[src/design/cbm_pkg.sv]
package cbm_pkg;

  // ---------------------------------------------------------------
  // timing
  // ---------------------------------------------------------------
  localparam longint CLK_PERIOD_NS = 10;
  localparam longint WDT_STEP_NS   = 8192000;
  localparam longint PD_STEP_NS    = 64'd120000000000;
  localparam longint WDT_STEP_CYC  = WDT_STEP_NS / CLK_PERIOD_NS;
  localparam longint PD_STEP_CYC   = PD_STEP_NS / CLK_PERIOD_NS;
  localparam int     DIV_W         = 36;

  // ---------------------------------------------------------------
  // frame layout
  // ---------------------------------------------------------------
  localparam int CMD_BITS   = 32;
  localparam int CONV_BITS  = 64;
  localparam int DEV_HI     = 31;
  localparam int DEV_LO     = 27;
  localparam int DIR_BIT    = 26;
  localparam int RADDR_HI   = 25;
  localparam int RADDR_LO   = 20;
  localparam int DATA_HI    = 19;
  localparam int DATA_LO    = 12;
  localparam int CRC_HI     = 11;
  localparam logic [11:0] CRC_POLY = 12'h683;

  // ---------------------------------------------------------------
  // register map
  // ---------------------------------------------------------------
  localparam logic [5:0] A_CTRL1    = 6'h01;
  localparam logic [5:0] A_ADC_FUNC = 6'h02;
  localparam logic [5:0] A_PDT      = 6'h03;
  localparam logic [5:0] A_WDT      = 6'h04;
  localparam logic [5:0] A_WDT_KEY  = 6'h05;
  localparam logic [5:0] A_DEV_ADDR = 6'h06;
  localparam logic [5:0] A_RB_SEL   = 6'h3f;
  localparam int         HW_POWERDOWN_SELECT_BIT   = 2;
  localparam int         LOCK_BIT   = 7;
  localparam logic [7:0] ADC_FUNC_32 = 8'h04;
  localparam logic [7:0] WDT_RESET   = 8'h0c;
  localparam logic [7:0] WDT_KEY     = 8'h5a;
  localparam logic [4:0] DEV_RESET   = 5'h00;
  localparam logic [4:0] DEV_BCAST   = 5'h1f;

  typedef enum logic [1:0] {
    MODE_REG  = 2'b01,
    MODE_CONV = 2'b10
  } cbm_mode_e;

  typedef enum logic [2:0] {
    WD_IDLE = 3'b001,
    WD_ZERO = 3'b010,
    WD_KEY  = 3'b100
  } cbm_wdseq_e;

  typedef struct packed {
    logic [5:0]  chan1;
    logic [2:0]  life;
    logic [54:0] rest;
  } cbm_conv_s;

  typedef struct packed {
    logic [5:0] addr;
    logic [7:0] data;
  } cbm_wr_s;

endpackage

[src/design/cbm_spi_ctrl.sv]
`timescale 1ns/1ps
// Functional notes
// - spi mode 1; sample input on falling, launch output on rising edge
// - chip select bursts of 32 or 16 clocks both accepted
// - register frames are 32 bits; conversion results are 64-bit words
// - 32-bit after reset, 64-bit on conversion start, back on 0x04 write
// - conversion words read once; reread gives zero with last life count
// - register address sits in frame bits 25..20
// - write data byte in frame bits 19..12; registers are eight bits
// - five-bit address, reset zero, assignable and lockable; 0x1f broadcast
// - bit 26 high makes next chain transfer one-way; host sclk <= 725 khz, host model runs 8 mhz (125 ns period)
// - bit 26 low makes next chain transfer two-way
// - commands with bad 12-bit crc are dropped unexecuted
// - crc over bits 31..12 with polynomial 0xb41 (koopman form)
// - readback select at 0x3f, then one zero frame per device
// - readback always returns selected register, no single-device read
// - watchdog steps of 8.192 ms, up to 255 steps (2088.96 ms); write restarts count
// - watchdog runs from reset with timeout code 0x0c
// - disable by wdt 0x00, key 0x5a, wdt 0x00; other command restarts
// - watchdog expiry forces full power-down until wake pin rises on a master, or reset
// - zero timeout while running expires unless nonzero written
// - hw power-down select bit selects full power-down, starts timer when delay is nonzero
// - timer expiry powers down slave if select bit still set
// - power-down timer two-minute steps, zero means no delay on a master; a slave needs nonzero
// - crc register cleared before each frame
module cbm_spi_ctrl
  import cbm_pkg::*;
#(
  parameter logic [DIV_W-1:0] WDT_STEP = DIV_W'(WDT_STEP_CYC),
  parameter logic [DIV_W-1:0] PD_STEP  = DIV_W'(PD_STEP_CYC)
) (
  input  wire logic      mclk,
  input  wire logic      rst,
  input  wire logic      spi_cs_n,
  input  wire logic      spi_sclk,
  input  wire logic      spi_sdi,
  output logic           spi_sdo,
  input  wire logic      io_supply_wake,
  input  wire logic      is_master,
  input  wire logic      conv_start,
  input  wire cbm_conv_s conv_data,
  input  wire logic      conv_valid,
  output logic           conv_ready,
  output cbm_wr_s        reg_wr,
  output logic           reg_wr_valid,
  output logic           chain_one_way,
  output logic           frame_64,
  output logic           full_powerdown
);

  // ---------------------------------------------------------------
  // functions
  // ---------------------------------------------------------------
  function automatic logic [11:0] crc12(input logic [19:0] d);
    logic [11:0] c;
    logic        fb;
    c = '0;
    for (int i = 19; i >= 0; i--) begin
      fb = d[i] ^ c[11];
      c  = {c[10:0], 1'b0} ^ (fb ? CRC_POLY : 12'h000);
    end
    return c;
  endfunction

  function automatic logic edge_up(input logic now, input logic was);
    return now & ~was;
  endfunction

  // ---------------------------------------------------------------
  // state
  // ---------------------------------------------------------------
  typedef struct packed {
    logic [1:0]       sclk_sy;
    logic [1:0]       cs_sy;
    logic [1:0]       sdi_sy;
    logic [1:0]       wake_sy;
    logic             sclk_d;
    logic             cs_d;
    logic             wake_d;
    logic [4:0]       rx_cnt;
    logic [30:0]      rx_sh;
    logic [5:0]       tx_cnt;
    logic [63:0]      tx_sh;
    logic             sdo;
    cbm_mode_e        mode;
    logic [4:0]       dev_addr;
    logic             dev_lock;
    logic [7:0]       ctrl1;
    logic [7:0]       adc_func;
    logic [7:0]       powerdown_delay_timer;
    logic [7:0]       wdt;
    logic [5:0]       rb_sel;
    logic             one_way;
    logic             wd_en;
    cbm_wdseq_e       wd_seq;
    logic [DIV_W-1:0] wd_div;
    logic [7:0]       wd_cnt;
    logic             pd_run;
    logic [DIV_W-1:0] pd_div;
    logic [7:0]       pd_cnt;
    logic             pd_full;
    cbm_conv_s [1:0]  buf_q;
    logic             buf_wp;
    logic             buf_rp;
    logic [1:0]       buf_n;
    logic             buf_rdy;
    logic [2:0]       last_life;
    cbm_wr_s          wr;
    logic             wr_v;
  } cbm_state_s;

  cbm_state_s s;
  cbm_state_s next_s;

  always_comb begin
    logic        sclk_rise;
    logic        sclk_fall;
    logic        cs_fall;
    logic        wake_rise;
    logic        wake_fall;
    logic        bit_in;
    logic [31:0] cmd;
    logic        cmd_done;
    logic        accept;
    logic [5:0]  ra;
    logic [7:0]  rd;
    logic [7:0]  rv;
    logic        push;
    logic        pop;
    logic        wd_tick;
    logic        pd_tick;
    logic [11:0] rcrc;
    sclk_rise = 1'b0;
    sclk_fall = 1'b0;
    cs_fall   = 1'b0;
    wake_rise = 1'b0;
    wake_fall = 1'b0;
    bit_in    = 1'b0;
    cmd       = '0;
    cmd_done  = 1'b0;
    accept    = 1'b0;
    ra        = '0;
    rd        = '0;
    rv        = '0;
    push      = 1'b0;
    pop       = 1'b0;
    wd_tick   = 1'b0;
    pd_tick   = 1'b0;
    rcrc      = '0;
    next_s    = s;

    // ---------------------------------------------------------------
    // pin synchronisers and edge finding
    // ---------------------------------------------------------------
    next_s.sclk_sy = {s.sclk_sy[0], spi_sclk};
    next_s.cs_sy   = {s.cs_sy[0], spi_cs_n};
    next_s.sdi_sy  = {s.sdi_sy[0], spi_sdi};
    next_s.wake_sy = {s.wake_sy[0], io_supply_wake};
    next_s.sclk_d  = s.sclk_sy[1];
    next_s.cs_d    = s.cs_sy[1];
    next_s.wake_d  = s.wake_sy[1];
    sclk_rise = edge_up(s.sclk_sy[1], s.sclk_d) & ~s.cs_sy[1];
    sclk_fall = edge_up(s.sclk_d, s.sclk_sy[1]) & ~s.cs_sy[1];
    cs_fall   = edge_up(s.cs_d, s.cs_sy[1]);
    wake_rise = edge_up(s.wake_sy[1], s.wake_d);
    wake_fall = edge_up(s.wake_d, s.wake_sy[1]);
    bit_in    = s.sdi_sy[1];

    // ---------------------------------------------------------------
    // conversion buffer fill
    // ---------------------------------------------------------------
    push = conv_valid & s.buf_rdy;
    if (push) begin
      next_s.buf_q[s.buf_wp] = conv_data;
      next_s.buf_wp          = ~s.buf_wp;
    end
    if (conv_start) begin
      next_s.mode = MODE_CONV;
    end

    // ---------------------------------------------------------------
    // transmit: load at frame start, launch on rising edge
    // ---------------------------------------------------------------
    if (cs_fall && s.tx_cnt == '0) begin
      if (s.mode == MODE_CONV) begin
        if (s.buf_n != '0) begin
          pop                = 1'b1;
          next_s.tx_sh       = s.buf_q[s.buf_rp];
          next_s.last_life   = s.buf_q[s.buf_rp].life;
          next_s.buf_rp      = ~s.buf_rp;
        end else begin
          next_s.tx_sh = {6'h00, s.last_life, 55'h0};
        end
      end else begin
        unique case (s.rb_sel)
          A_CTRL1:    rv = s.ctrl1;
          A_ADC_FUNC: rv = s.adc_func;
          A_PDT:      rv = s.powerdown_delay_timer;
          A_WDT:      rv = s.wdt;
          A_DEV_ADDR: rv = {s.dev_lock, 2'b00, s.dev_addr};
          default:    rv = 8'h00;
        endcase
        rcrc = crc12({s.dev_addr, 1'b0, s.rb_sel, rv});
        next_s.tx_sh = {s.dev_addr, 1'b0, s.rb_sel, rv, rcrc, 32'h0};
      end
    end
    if (sclk_rise) begin
      next_s.sdo    = s.tx_sh[63];
      next_s.tx_sh  = {s.tx_sh[62:0], 1'b0};
      if (s.mode == MODE_CONV && s.tx_cnt != 6'(CONV_BITS - 1)) begin
        next_s.tx_cnt = s.tx_cnt + 6'd1;
      end else if (s.mode == MODE_REG && s.tx_cnt != 6'(CMD_BITS - 1)) begin
        next_s.tx_cnt = s.tx_cnt + 6'd1;
      end else begin
        next_s.tx_cnt = '0;
      end
    end
    next_s.buf_n = s.buf_n + 2'(push) - 2'(pop);
    next_s.buf_rdy = (next_s.buf_n != 2'd2);

    // ---------------------------------------------------------------
    // receive: sample on falling edge, 32 bits across bursts
    // ---------------------------------------------------------------
    if (sclk_fall) begin
      next_s.rx_sh  = {s.rx_sh[29:0], bit_in};
      next_s.rx_cnt = s.rx_cnt + 5'd1;
      if (s.rx_cnt == 5'(CMD_BITS - 1)) begin
        cmd_done = 1'b1;
        cmd      = {s.rx_sh, bit_in};
      end
    end

    // ---------------------------------------------------------------
    // command decode
    // ---------------------------------------------------------------
    ra = cmd[RADDR_HI:RADDR_LO];
    rd = cmd[DATA_HI:DATA_LO];
    accept = cmd_done && !s.pd_full && cmd != '0
           && (cmd[DEV_HI:DEV_LO] == s.dev_addr
               || cmd[DEV_HI:DEV_LO] == DEV_BCAST)
           && crc12(cmd[DEV_HI:DATA_LO]) == cmd[CRC_HI:0];
    next_s.wr_v = 1'b0;
    if (cmd_done && !s.pd_full) begin
      next_s.one_way = cmd[DIR_BIT];
    end
    if (accept) begin
      next_s.wr   = '{addr: ra, data: rd};
      next_s.wr_v = 1'b1;
      next_s.wd_seq = WD_IDLE;
      unique case (ra)
        A_CTRL1: begin
          next_s.ctrl1 = rd;
          if (rd[HW_POWERDOWN_SELECT_BIT] && !s.ctrl1[HW_POWERDOWN_SELECT_BIT] && s.powerdown_delay_timer != '0) begin
            next_s.pd_run = 1'b1;
            next_s.pd_div = '0;
            next_s.pd_cnt = '0;
          end
          if (!rd[HW_POWERDOWN_SELECT_BIT]) begin
            next_s.pd_run = 1'b0;
          end
        end
        A_ADC_FUNC: begin
          next_s.adc_func = rd;
          if (rd == ADC_FUNC_32) begin
            next_s.mode = MODE_REG;
            next_s.tx_cnt = '0;
          end
        end
        A_PDT: begin
          next_s.powerdown_delay_timer    = rd;
          next_s.pd_div = '0;
          next_s.pd_cnt = '0;
          next_s.pd_run = s.ctrl1[HW_POWERDOWN_SELECT_BIT] && rd != '0;
        end
        A_WDT: begin
          next_s.wdt    = rd;
          next_s.wd_div = '0;
          next_s.wd_cnt = '0;
          if (rd == '0 && s.wd_seq == WD_KEY) begin
            next_s.wd_en = 1'b0;
          end else if (rd == '0) begin
            next_s.wd_seq = WD_ZERO;
          end
        end
        A_WDT_KEY: begin
          if (rd == WDT_KEY && s.wd_seq == WD_ZERO) begin
            next_s.wd_seq = WD_KEY;
          end
        end
        A_DEV_ADDR: begin
          if (!s.dev_lock) begin
            next_s.dev_addr = rd[4:0];
            next_s.dev_lock = rd[LOCK_BIT];
          end
        end
        A_RB_SEL: begin
          next_s.rb_sel = rd[5:0];
        end
        default: begin
        end
      endcase
    end else if (cmd_done) begin
      next_s.wd_seq = WD_IDLE;
    end

    // ---------------------------------------------------------------
    // watchdog
    // ---------------------------------------------------------------
    if (s.wd_en && !s.pd_full && !(accept && ra == A_WDT)) begin
      if (s.wd_div == WDT_STEP - DIV_W'(1)) begin
        next_s.wd_div = '0;
        wd_tick       = 1'b1;
      end else begin
        next_s.wd_div = s.wd_div + DIV_W'(1);
      end
      if (wd_tick) begin
        next_s.wd_cnt = s.wd_cnt + 8'd1;
      end
      if (s.wd_cnt != '0 && s.wd_cnt >= s.wdt) begin
        next_s.pd_full = 1'b1;
      end
    end

    // ---------------------------------------------------------------
    // power-down timer and entry
    // ---------------------------------------------------------------
    if (s.pd_run && !s.pd_full && !(accept && ra == A_PDT)) begin
      if (s.pd_div == PD_STEP - DIV_W'(1)) begin
        next_s.pd_div = '0;
        pd_tick       = 1'b1;
      end else begin
        next_s.pd_div = s.pd_div + DIV_W'(1);
      end
      if (pd_tick) begin
        next_s.pd_cnt = s.pd_cnt + 8'd1;
      end
      if (s.pd_cnt >= s.powerdown_delay_timer) begin
        next_s.pd_run = 1'b0;
        if (is_master ? !s.wake_sy[1] : s.ctrl1[HW_POWERDOWN_SELECT_BIT]) begin
          next_s.pd_full = 1'b1;
        end
      end
    end
    if (is_master && wake_fall && s.ctrl1[HW_POWERDOWN_SELECT_BIT] && s.powerdown_delay_timer == '0) begin
      next_s.pd_full = 1'b1;
    end
    if (is_master && wake_rise && s.pd_full) begin
      next_s.pd_full = 1'b0;
      next_s.wd_en   = 1'b1;
      next_s.wdt     = WDT_RESET;
      next_s.wd_div  = '0;
      next_s.wd_cnt  = '0;
      next_s.wd_seq  = WD_IDLE;
      next_s.ctrl1   = '0;
      next_s.powerdown_delay_timer     = '0;
      next_s.mode    = MODE_REG;
      next_s.wr_v    = 1'b0;
    end
  end

  // ---------------------------------------------------------------
  // register
  // ---------------------------------------------------------------
  always_ff @(posedge mclk or posedge rst) begin
    if (rst) begin
      s          <= '0;
      s.sclk_sy  <= 2'h0;
      s.cs_sy    <= 2'h3;
      s.cs_d     <= 1'b1;
      s.wake_sy  <= 2'h3;
      s.wake_d   <= 1'b1;
      s.mode     <= MODE_REG;
      s.dev_addr <= DEV_RESET;
      s.wdt      <= WDT_RESET;
      s.wd_en    <= 1'b1;
      s.wd_seq   <= WD_IDLE;
      s.one_way  <= 1'b1;
      s.buf_rdy  <= 1'b1;
    end else begin
      s <= next_s;
    end
  end

  assign spi_sdo        = s.sdo;
  assign conv_ready     = s.buf_rdy;
  assign reg_wr         = s.wr;
  assign reg_wr_valid   = s.wr_v;
  assign chain_one_way  = s.one_way;
  assign frame_64       = (s.mode == MODE_CONV);
  assign full_powerdown = s.pd_full;

endmodule

[config.mk]
export PLATFORM = sky130hd
export DESIGN_NAME = cbm_spi_ctrl
export DESIGN_NICKNAME = d
export VERILOG_FILES = /design/src/design/cbm_pkg.sv /design/src/design/cbm_spi_ctrl.sv
export SDC_FILE = /design/constraint.sdc
export NUM_CORES = 1
export LEC_CHECK = 0
export ABC_AREA = 0
export BUFFER_PORTS_ARGS = -buffer_cell sky130_fd_sc_hd__buf_2
export CORE_UTILIZATION = 40
export CTS_CLUSTER_DIAMETER = 50
export DETAILED_ROUTE_END_ITERATION = 10
export GPL_TIMING_DRIVEN = 0
export PLACE_DENSITY = 0.63
export RECOVER_POWER = 25
export SYNTH_ARGS = -nofsm -noshare
export SYNTH_HDL_FRONTEND = slang
export SYNTH_SLANG_ARGS = --single-unit
[constraint.sdc]
create_clock -name mclk -period 16.44 [get_ports mclk]
set_input_delay 0.822 -clock mclk [delete_from_list [all_inputs] [get_ports mclk]]
set_output_delay 0.822 -clock mclk [all_outputs]
set_load 0.02 [all_outputs]
# Yosys cells after proc, flatten, opt, wreduce, memory -nomap -nowiden
# Index checks and enable logic that the tools add are counted.
# totals
ff_bits,410
output_inout_bits,20
word_cells,349
# op_classes
add_sub_neg,8
n_bitwise,91
muxes,113
reduce_logical,61
order_cmp,5
eq_ne,28
# op_table
operator,count
XOR 12 x 11 -> 12 bit,38
two-way mux 11 bit,40
two-way mux 64 bit,6
bitwise mux 128 bit,1
two-way mux 46 bit,2
case mux 45 bit (2 select lines),1
two-way mux 89 bit,1
two-way mux 44 bit,2
adder 36 x 1 -> 36 bit (second input constant),2
two-way mux 36 bit,2
two-way mux 8 bit,9
two-way mux 71 bit,1
demux 64 bit (select 1 bit),1
two-way mux 32 bit,2
two-way mux 48 bit,1
two-way mux 6 bit,8
two-way mux 45 bit,1
case mux 8 bit (5 select lines),1
equality test 36 x 20 -> 1 bit (second input constant),1
equality test 36 x 34 -> 1 bit (second input constant),1
XOR 1 bit,35
nonzero test 32 bit,1
equality test 6 x 3 -> 1 bit (second input constant),5
logical AND 1 bit,25
41 further kinds,119

# Longest topological paths before layout
# Gate-level depths: netlist of the first run.
# logic_depth
word_depth,72
ltp_mapped,19

# Worst setup path before layout of the first run
# Ideal clock, no wire load.
# synth_path
path_type,flip-flop to flip-flop
from,register s[394] (netlist name)
to,register s[176] (netlist name)
path_buffers,4
stages_incl_launch_ff,18
synth_period_minus_slack_ns,5.018
path_slack_ns,11.422
setup_ns,0.121
t_arrival_ns,4.897
cell_sequence,dfrtp_1 -> ha_1 -> and3_1 -> ha_1 -> nor4bb_1 -> clkbuf_1 -> nand2_1 -> ha_1 -> clkbuf_1 -> nor3_1 -> a211o_1 -> a211o_1 -> a211o_1 -> a2111oi_2 -> buf_2 -> a31oi_1 -> clkbuf_1 -> a22o_1
# synth_via
elab_chain_cells,49
word_cells_on_any_way,86
# synth_rtl
element,line,rtl
"start, declared",cbm_spi_ctrl.sv:112,cbm_state_s s;
"start signal, assigned",cbm_spi_ctrl.sv:380,s <= next_s;
equality test 5 bit (*),cbm_spi_ctrl.sv:227,if (s.rx_cnt == 5'(CMD_BITS - 1)) begin
two-way mux 32 bit,cbm_spi_ctrl.sv:227,
two-way mux 32 bit,cbm_spi_ctrl.sv:224,if (sclk_fall) begin
XOR 1 bit,cbm_spi_ctrl.sv:59,fb = d[i] ^ c[11];
two-way mux 11 bit,cbm_spi_ctrl.sv:60,"c = {c[10:0], 1'b0} ^ (fb ? CRC_POLY : 12'h000);"
XOR 12 x 11 -> 12 bit (2 in series),cbm_spi_ctrl.sv:60,
XOR 1 bit,cbm_spi_ctrl.sv:59,
two-way mux 11 bit,cbm_spi_ctrl.sv:60,
[... 32 more ...],n/a,
XOR 12 x 11 -> 12 bit,cbm_spi_ctrl.sv:60,
equality test 12 bit,cbm_spi_ctrl.sv:241,&& crc12(cmd[DEV_HI:DATA_LO]) == cmd[CRC_HI:0];
logical AND 1 bit,cbm_spi_ctrl.sv:241,
logical AND 1 bit,cbm_spi_ctrl.sv:327,if (s.pd_run && !s.pd_full && !(accept && ra == A_PDT)) begin
logical NOT 1 bit,cbm_spi_ctrl.sv:327,
logical AND 1 bit,cbm_spi_ctrl.sv:327,
"!= test 3 bit (no line), or another cell as far along",n/a,
AND reduction 3 bit (no line),n/a,
# Every way passes the cells marked *; elsewhere a longest branch is shown, timed or not. The select of a mux whose other input is x is not followed.
# A chain may end at the register's enable or synchronous reset.

==> results of run 1 <==
## state kept, by name, indices dropped and copies added, names as in the netlist
| name | cells |
|---|---|
| chain_one_way | 1 |
| s | 384 |
| next_s | 7 |
| conv_ready | 1 |
| full_powerdown | 1 |
| reg_wr | 14 |
| spi_sdo | 1 |
| reg_wr_valid | 1 |
## cells in the mapped netlist, drive strengths merged, types with 42 or more instances
library cell / number / area [um2]
clkbuf: 102 / 382.9
nor2: 100 / 375.4
dfrtp: 397 / 9935
o21ai: 126 / 630.6
mux2i: 87 / 870.8
inv: 60 / 225.2
nor3: 55 / 280.3
buf: 42 / 245.2
a21oi: 131 / 655.6
xnor2: 92 / 839.6
nand3: 116 / 585.6
mux2: 189 / 2128
nand2: 157 / 589.3
## layout make-up
cell class	instances	area, um2	area share (%)
clock buffers	70	1415	5.629
clock inverters	19	280.3	1.115
plain buffers	144	628.1	2.498
diodes	1	2.502	0.009954
flip-flops and latches	410	10280	40.87
inverters	61	230.2	0.9157
well taps	696	870.8	3.464
multi-input cells	1478	10930	43.49
repair buffers	96	503.0	2.001
## per-stage QoR
| step | util [%] | power, W | std cells | hold slack, ns |
|---|---|---|---|---|
| 2_1_floorplan | - | 0.002056 | 2093 | 0.3312 |
| 4_1_cts | 46.54 | 0.003444 | 2974 | 0.3040 |
| 3_3_place_gp | 43.22 | 0.002260 | 2881 | 0.3397 |
| 6_report | 46.44 | 0.003412 | 2975 | 0.3385 |
| 5_1_grt | 46.44 | 0.003601 | 2974 | 0.3122 |
| 3_5_place_dp | 43.40 | 0.002303 | 2885 | 0.3402 |
## logic make-up (layout without fill, tap and decap cells)
group / count (synthesis) / count (layout) / synth area share [%]
compound gates: 406 / 406 / 11.35
buf+inv: 205 / 390 / 3.885
fa+ha+maj: 28 / 28 / 1.588
flops: 410 / 410 / 46.58
xor+xnor: 166 / 166 / 9.414
simple gates: 602 / 602 / 13.59
other cells: 0 / 1 / 0
mux: 276 / 276 / 13.59
## placed cells by master (no fill, tap or decap), types with 28 or more instances in the layout
master                      instances
sky130_fd_sc_hd__xor2_1            31
sky130_fd_sc_hd__xnor3_1           28
sky130_fd_sc_hd__clkbuf_16         49
sky130_fd_sc_hd__buf_2            105
sky130_fd_sc_hd__a21oi_1          131
sky130_fd_sc_hd__nand2_1          157
sky130_fd_sc_hd__dfrtp_1          397
sky130_fd_sc_hd__inv_1             59
sky130_fd_sc_hd__ha_1              28
sky130_fd_sc_hd__mux2i_1           87
sky130_fd_sc_hd__mux2_2           189
sky130_fd_sc_hd__and3_1            30
sky130_fd_sc_hd__o211ai_1          30
sky130_fd_sc_hd__clkbuf_1         114
sky130_fd_sc_hd__o21ai_0          125
sky130_fd_sc_hd__or3_1             28
sky130_fd_sc_hd__xnor2_1           89
sky130_fd_sc_hd__nand3_1          115
sky130_fd_sc_hd__nor3_1            54
sky130_fd_sc_hd__nor2_1           100
## worst paths after layout
check,end,slack (ns)
min reg2reg,s[405],0.35
max,s[304],8.67
min in group asynchronous,s[64],1.24
max in group mclk,s[166],9.70
min,next_s[403],0.34
max reg2reg,s[166],9.70
## power by group through the flow
| stage | clock [W] | combinational (W) | sequential, W |
|---|---|---|---|
| after floorplan | 0 | 0.000629 | 0.00143 |
| after global placement | 0 | 0.000802 | 0.00146 |
| after detailed placement | 0 | 0.000831 | 0.00147 |
| after CTS | 0.00115 | 0.000836 | 0.00146 |
| after global routing | 0.00120 | 0.000912 | 0.00149 |
| final | 0.00113 | 0.000825 | 0.00146 |
## critical path, cell delays in order
cell,delay [ns]
sky130_fd_sc_hd__buf_2,0.10
sky130_fd_sc_hd__clkinvlp_2,1.91
sky130_fd_sc_hd__clkbuf_1,4.07
## per-layer routing
layer	share of wire, %	global-route usage (%)	wire, um
met1	45	27.78	25140
met2	47	32.39	26070
met3	4.6	2.903	2541
met4	2.8	6.375	1547
met5	0	0	0
==> results.md, run 1 <==
- The y dimension of the die is 236.9 um.
- The worst reg2reg path startpoint is s[394].
- The share of the Yosys chip area taken by registers is 46.58%.
- In this run the post-CTS setup repair buffer count came out at 0.
- The floorplan die area is 56100 um2.
- The overall overflow remaining after global route is 0.
- The maximum buffer depth of the clock tree is 3.
- The count of flip-flops with a built-in enable after synthesis is 0.
- The setup violation total in the final timing report is 0.
- Compared with the post-synthesis result, the final layout area differs by 13.95%.
- The via count of the first global-routing pass came to 16680.
- Yosys mapped the design onto 79 distinct sky130hd cell types.
- For this design the static power due to leakage is 10.95 nW.
- The core footprint is 54130 um2.
- The worst hold path begins at io_supply_wake.
- At the later pin of the worst-skew pair, clock insertion delay measures 0.59 ns.
- The floorplan row count is 85.
- The clock net in this run drives a total of 410 sinks.
- The total wire length is 55300 um.
- The combinational cell fraction of total power is 24.2%.
- The number of synthesized register bits is 410.
- The number of DRC violations after detailed routing is 0.
- For the final database, setup skew stands at 0.01362 ns.
- The maximum number of pins on one net before global-route repair is 130.
- The flow ran to the end, but the final reports show violations.
- Per report_power, the sequential group accounts for 42.8% of the total.
- Dividing total power by cell area gives a power density of approximately 140 nW/um2.
- In the final timing run, aggregate negative setup slack is 0 ns.
- After detailed placement, the total cell area comes to approximately 23000 um2.
- The number of nets with antenna violations after routing is 0.
- The launching instance or port of the critical path is rst.
- In the final layout, the share of cells above drive strength 1 is roughly a fifth.
- The number of cells traversed by the worst register-to-register path is 18.
- Along the worst hold path, the cell count comes to 1.
- Counting the fill cells in the layout gives 4992.
- Across the VDD grid, the largest voltage drop is 0.0001003 V.
- The count of buffers inserted at the top-level ports is 92.
- In the synthesized netlist the async set-or-reset flop fraction comes to 100.0%.
- The total iterations of the first detailed-routing run is 5.
- The number of design-rule violations left by the first detailed-router iteration is 1121.
- The upper clock frequency limit is 128.7 MHz.
- The number of nets in the layout is 2340.
- The half-perimeter wire length after placement is between 30000 and 40000 um.
- At the worst endpoint, the arrival time is 7.08 ns.
- Net switching is 30.25% of the power.
- The total global-route track usage is 20.06%.
- The pre-CTS setup slack is just under 10 ns.
- The final cycle utilization of the critical path is 47.26%.
- The class of the tightest hold or removal check is input port to flip-flop.
- The post-route minimum period is 7.770 ns.
- The most used flip-flop cell after synthesis is sky130_fd_sc_hd__dfrtp_1.
- The share of total power dissipated in the clock network is ~33%.
- After detailed routing, the average wire length per cell comes to between 15 and 20 um.
- The final number of hold-violating endpoints is 0.
- Setup repair after global routing left no endpoint under its margin.
- After clock tree synthesis, the clock-pin slew on the worst setup and hold paths is 0.05 ns.
- The max-slew violation count is between 200 and 300.
- The via count is 16570.
- 93 I/O pins were placed.
- The worst path meets setup with 8.670 ns of slack.
- Yosys printed 0 warnings.
- After technology mapping, the gate count stands at roughly 2100.
- Measured against its own limit, the worst slew margin works out to -278.3%.
- For this design the total switching power over the nets is 0.001032 W.
- CTS built an H-tree with a depth of 2.
- The first global-routing pass estimated 90530 um of wire.
- The type of the setup path with the least slack is input port to async pin.
- The area of the mapped netlist is 22060 um2.
- The initial core utilization is around two fifths.
- The sort of element at the end of the critical path is an async pin.
- Post-CTS repair changed the size of 0 cells.
- The number of hold buffers added after CTS was 0.
- The initial antenna violation count is 0.
- TritonCTS built the clock tree.
- Data on the critical path is required at its endpoint by 15.75 ns.
- The cell chosen for the clock root is sky130_fd_sc_hd__clkbuf_16.
- The largest fanout of any net on the critical path is 110.
- Each instance of the synthesized netlist takes up on average 10.54 um2.
- The final reports fail on capacitance limit, slew limit.
- At the end of routability-driven placement, the weighted congestion stood at 0.9035.
- The post-detailed-route via-to-cell ratio is between 5 and 6.
- The final standard cell area without fillers is approximately 25000 um2.
- TritonCTS created 48 clock buffers.
- Counting every net in the synthesized netlist gives 2194.
- The tool flagged a number of max-cap violations equal to 3.
- At the pin with the least slew margin, the transition time is 5.675 ns.
- The startpoint type of the worst setup path is an input port.
- The die is 236.9 um wide.
- The internal power of the cells totals approximately 0.0024 W.
Note: power is estimated with default switching activity, not from simulation.
==> run 2: changes to the inputs <==
--- a/config.mk
+++ b/config.mk
@@ -5,7 +5,7 @@
 export SDC_FILE = /design/constraint.sdc
 export NUM_CORES = 1
 export LEC_CHECK = 0
-export ABC_AREA = 0
+export ABC_AREA = 1
 export BUFFER_PORTS_ARGS = -buffer_cell sky130_fd_sc_hd__buf_2
 export CORE_UTILIZATION = 40
 export CTS_CLUSTER_DIAMETER = 50
==> constraint.sdc (replaced) <==
create_clock -name mclk -period 7.8 [get_ports mclk]
set_input_delay 0.39 -clock mclk [delete_from_list [all_inputs] [get_ports mclk]]
set_output_delay 0.39 -clock mclk [all_outputs]
set_load 0.02 [all_outputs]
==> results.md, run 2 <==
- The run finished, with violations left.
- The checks that failed: capacitance limit, slew limit.
- The synthesized instance count is 2945.
- The area growth from synthesis to layout is 14.64%.
- The register with the most flip-flops in the layout has 384 of them.
- The number of nets with antenna violations after routing is 0.
- Setup repair after global routing left no endpoint under its margin.
- The I/O pin count is 93.
- The average size of a mapped cell is 7.739 um2.
- The worst path uses between 70% and 80% of the clock period.
- The library cell used most frequently in the layout, excluding fill and tap cells, is sky130_fd_sc_hd__nand2_1.
- The total iterations of the first detailed-routing run is 5.
- The fraction of the core area covered by cells at the end of the flow is 46.34%.
- The routability congestion estimate from global placement is 0.8804.
- Among all flip-flop cells after synthesis, the most frequent one is sky130_fd_sc_hd__dfrtp_1.
- The startpoint type of the worst setup path is a flip-flop.
- The clock tree from TritonCTS is yes.
- The largest total area in the synthesized netlist belongs to sky130_fd_sc_hd__dfrtp_1.
- The critical path contains buffers and inverters numbering 4 combined.
- The half-perimeter wire length after placement is 45930 um.
- In the layout the commonest cells are sky130_fd_sc_hd__nand2_1, sky130_fd_sc_hd__dfrtp_1, sky130_fd_sc_hd__inv_1.
- The data required time of the worst path is 8.26 ns.
- At the end of the flow, the number of nets in the layout was 3209.
- The register area share after synthesis is 45.09%.
- In this run the worst hold path is classified as input port to flip-flop.
- The static leakage power is 12.56 nW.
- In this run, synthesis inferred 0 flip-flops with an integrated enable.
- For this configuration, the core starts out at a cell density of 40.42%.
- The initial antenna violation count is 0.
- By area the synthesized netlist is led by sky130_fd_sc_hd__dfrtp_1, sky130_fd_sc_hd__nand2_1, sky130_fd_sc_hd__o21ai_0.
- The post-CTS clock slew at the launch and capture registers of the worst setup and hold paths is 0.06 ns.
- The die is 240.7 um tall.
- The max-slew headroom at the worst pin is -44.17%.
- The total negative slack is 0 ns.
- Summing internal, switching and leakage power gives 0.007411 W.
- The tree built by TritonCTS fans out to 410 sinks.
- The area of the mapped netlist is 22790 um2.
- The transition time at the pin with the least slew margin is 2.163 ns.
- Entering global routing, the biggest net connects between 40 and 50 pins.
- By startpoint and endpoint, the worst setup path is classified as flip-flop to flip-flop.
- Clock tree synthesis inserted a total of 52 buffers.
- Once the clock tree was built, the resizer swapped 0 gates to a different size.
- The total global-route track usage is 21.72%.
- The max-slew violation count is 215.
- Timing would allow up to 165.8 MHz.
- The number of design-rule violations left by the first detailed-router iteration is roughly 1500.
- After synthesis the netlist holds a flip-flop and latch count of between 400 and 500.
- The final layout contains routed wiring with a total length of 61710 um.
- Dividing the detail-routed wire length by the instance count gives 15.80 um.
- The first global-routing pass estimated 100300 um of wire.
- The clock reaches the later pin of the worst-skew pair after ~0.6 ns.
- The largest fanout of any net on the critical path is 10.
- The via count of the first global-routing pass is around 19000.
- The overall overflow remaining after global route is 0.
- The post-detailed-route via-to-cell ratio is between 5 and 6.
- The most common cell in the synthesized netlist is sky130_fd_sc_hd__nand2_1.
- The floorplan row count is 87.
- Of all flip-flops after synthesis, the portion carrying an async set or reset was 100.0%.
- The number of distinct library cells after synthesis is 56.
- The die covers 57930 um2.
- The worst clock skew is 0.01978 ns.
- In the routed design, unresolved DRC markers number 0.
- The maximum buffer depth of the clock tree is 3.
- For the worst setup path, the data arrival time is 6.49 ns.
- The chip width is 240.7 um.
- The synthesized net count is 3046.
- Counting flops per register, the top entry is s.
- The power density normalized to cell area is 283.6 nW/um2.
- The sort of element at the end of the critical path is a flip-flop.
- The kind of cell adding the most delay to the critical path is simple AND/OR/NAND/NOR gates.
- The number of H-tree levels is 2.
- In this design, the critical path's most frequently occurring cell is sky130_fd_sc_hd__nand2_1.
- Cells with a size suffix above 1 make up roughly 11% of the layout.
- The maximum cell stage delay along the critical path is 0.39 ns.
- The count of buffers inserted at the top-level ports is 92.
- The final number of hold-violating endpoints is 0.
- Setup violations remaining at the end of the flow were counted as 0.
- The total area inside the core boundary comes to 56390 um2.
- The total of warnings raised by yosys is 0.
- The max capacitance violation total is 6.
- The share of the synthesized area in the top cell type is 43.59%.
- The maximum vdd drop is between 0.00015 and 0.0002 V.
- The via count is 19760.
- After synthesis, the most frequently instantiated cells are sky130_fd_sc_hd__nand2_1, sky130_fd_sc_hd__dfrtp_1, sky130_fd_sc_hd__inv_1, sky130_fd_sc_hd__o21ai_0, sky130_fd_sc_hd__nor2_1.
- The largest individual stage delay along the critical path comes from the cell sky130_fd_sc_hd__ha_1.
- The root buffer cell chosen for the clock tree is sky130_fd_sc_hd__clkbuf_16.
- Counting I/O delays and the setup requirement, the final critical path takes 6.030 ns.
run 2: changes by cell type in the layout (fill, tap and decap cells not counted), moves of 32 or more:
cell | before | now
sky130_fd_sc_hd__o311ai_0 | 0 | 33
sky130_fd_sc_hd__mux2i_1 | 87 | 26
sky130_fd_sc_hd__xor2_1 | 31 | 86
sky130_fd_sc_hd__nand2_1 | 157 | 827
sky130_fd_sc_hd__o21ai_1 | 1 | 33
sky130_fd_sc_hd__nor2_1 | 100 | 201
sky130_fd_sc_hd__inv_1 | 59 | 343
sky130_fd_sc_hd__a21oi_1 | 131 | 36
sky130_fd_sc_hd__o21ai_0 | 125 | 258
sky130_fd_sc_hd__xnor2_1 | 89 | 38
sky130_fd_sc_hd__mux2_2 | 189 | 0
sky130_fd_sc_hd__nand3_1 | 115 | 184
run 2: metal layers:
metal  vias to the layer above  track usage [%]  wire length (um)
li1                       9856                -                 -
met1                      9384            31.19             29220
met2                       418            33.52             27850
met3                       100            3.477              3077
met4                         0            6.601              1559
met5                         -                0                 0
run 2: power by group:
| part | switching, W | internal [W] |
|---|---|---|
| clock network | 0.000983 | 0.00146 |
| registers | 0.000368 | 0.00274 |
| logic | 0.00121 | 0.000651 |
| total | 0.00256 | 0.00485 |
run 2: stage by stage:
step                setup WS [ns]  std cells  area (um2)  hold slack [ns]
floorplan                   1.895       2945       22790           0.3312
global placement          -0.8137       3793       24200           0.3327
detailed placement          1.818       3804       24420           0.3393
CTS                         1.779       3906       26250          0.02772
global route                1.167       3906       26130          0.05256
finish                      1.770       3907       26130          0.06051
run 2: cell families (layout without fill, tap and decap cells):
| kind of cell | count (synthesis) | count (layout) | synth area share, % |
|---|---|---|---|
| flip-flops | 410 | 410 | 45.09 |
| adder cells (fa/ha/maj) | 28 | 28 | 1.537 |
| other | 0 | 1 | 0 |
| multiplexers | 26 | 26 | 1.142 |
| XOR/XNOR | 129 | 129 | 5.122 |
| buffers and inverters | 486 | 691 | 8.504 |
| AO/OA/AOI/OAI | 450 | 450 | 11.33 |
| AND/OR/NAND/NOR | 1416 | 1416 | 27.28 |
run 2: worst paths after layout:
path | slack, ns | to | depth (start not counted) | start
worst max-delay path | 1.77 | s[238] | 39 | s[394]
min in group asynchronous | 0.70 | s[226] | 3 | rst
worst max register to register | 1.77 | s[238] | 39 | s[394]
max in group asynchronous | 3.36 | s[31] | 7 | rst
worst min-delay path | 0.06 | s[93] | 3 | conv_data[6]
worst min register to register | 0.35 | s[405] | 0 | next_s[405]
run 2: final cells by class:
class | count | area, um2
Antenna cell | 1 | 2.502
Buffer | 119 | 549.3
Clock buffer | 72 | 1548
Clock inverter | 24 | 222.7
Fill cell | 5715 | 30260
Inverter | 367 | 1379
Multi-Input combinational cell | 2049 | 10560
Sequential cell | 410 | 10280
Tap cell | 756 | 945.9
Timing Repair Buffer | 109 | 640.6
run 2: tightest hold or removal path: stages:
cell and delay (ns):
sky130_fd_sc_hd__buf_2 0.10, sky130_fd_sc_hd__inv_1 0.05, sky130_fd_sc_hd__o21ai_0 0.07
run 2: what timing repair did:
action                                  4_1_cts  5_1_grt
endpoints found under the hold margin        36        0
hold buffers                                  6        0
endpoints found under the setup margin        0        0
setup buffers                                 0        0
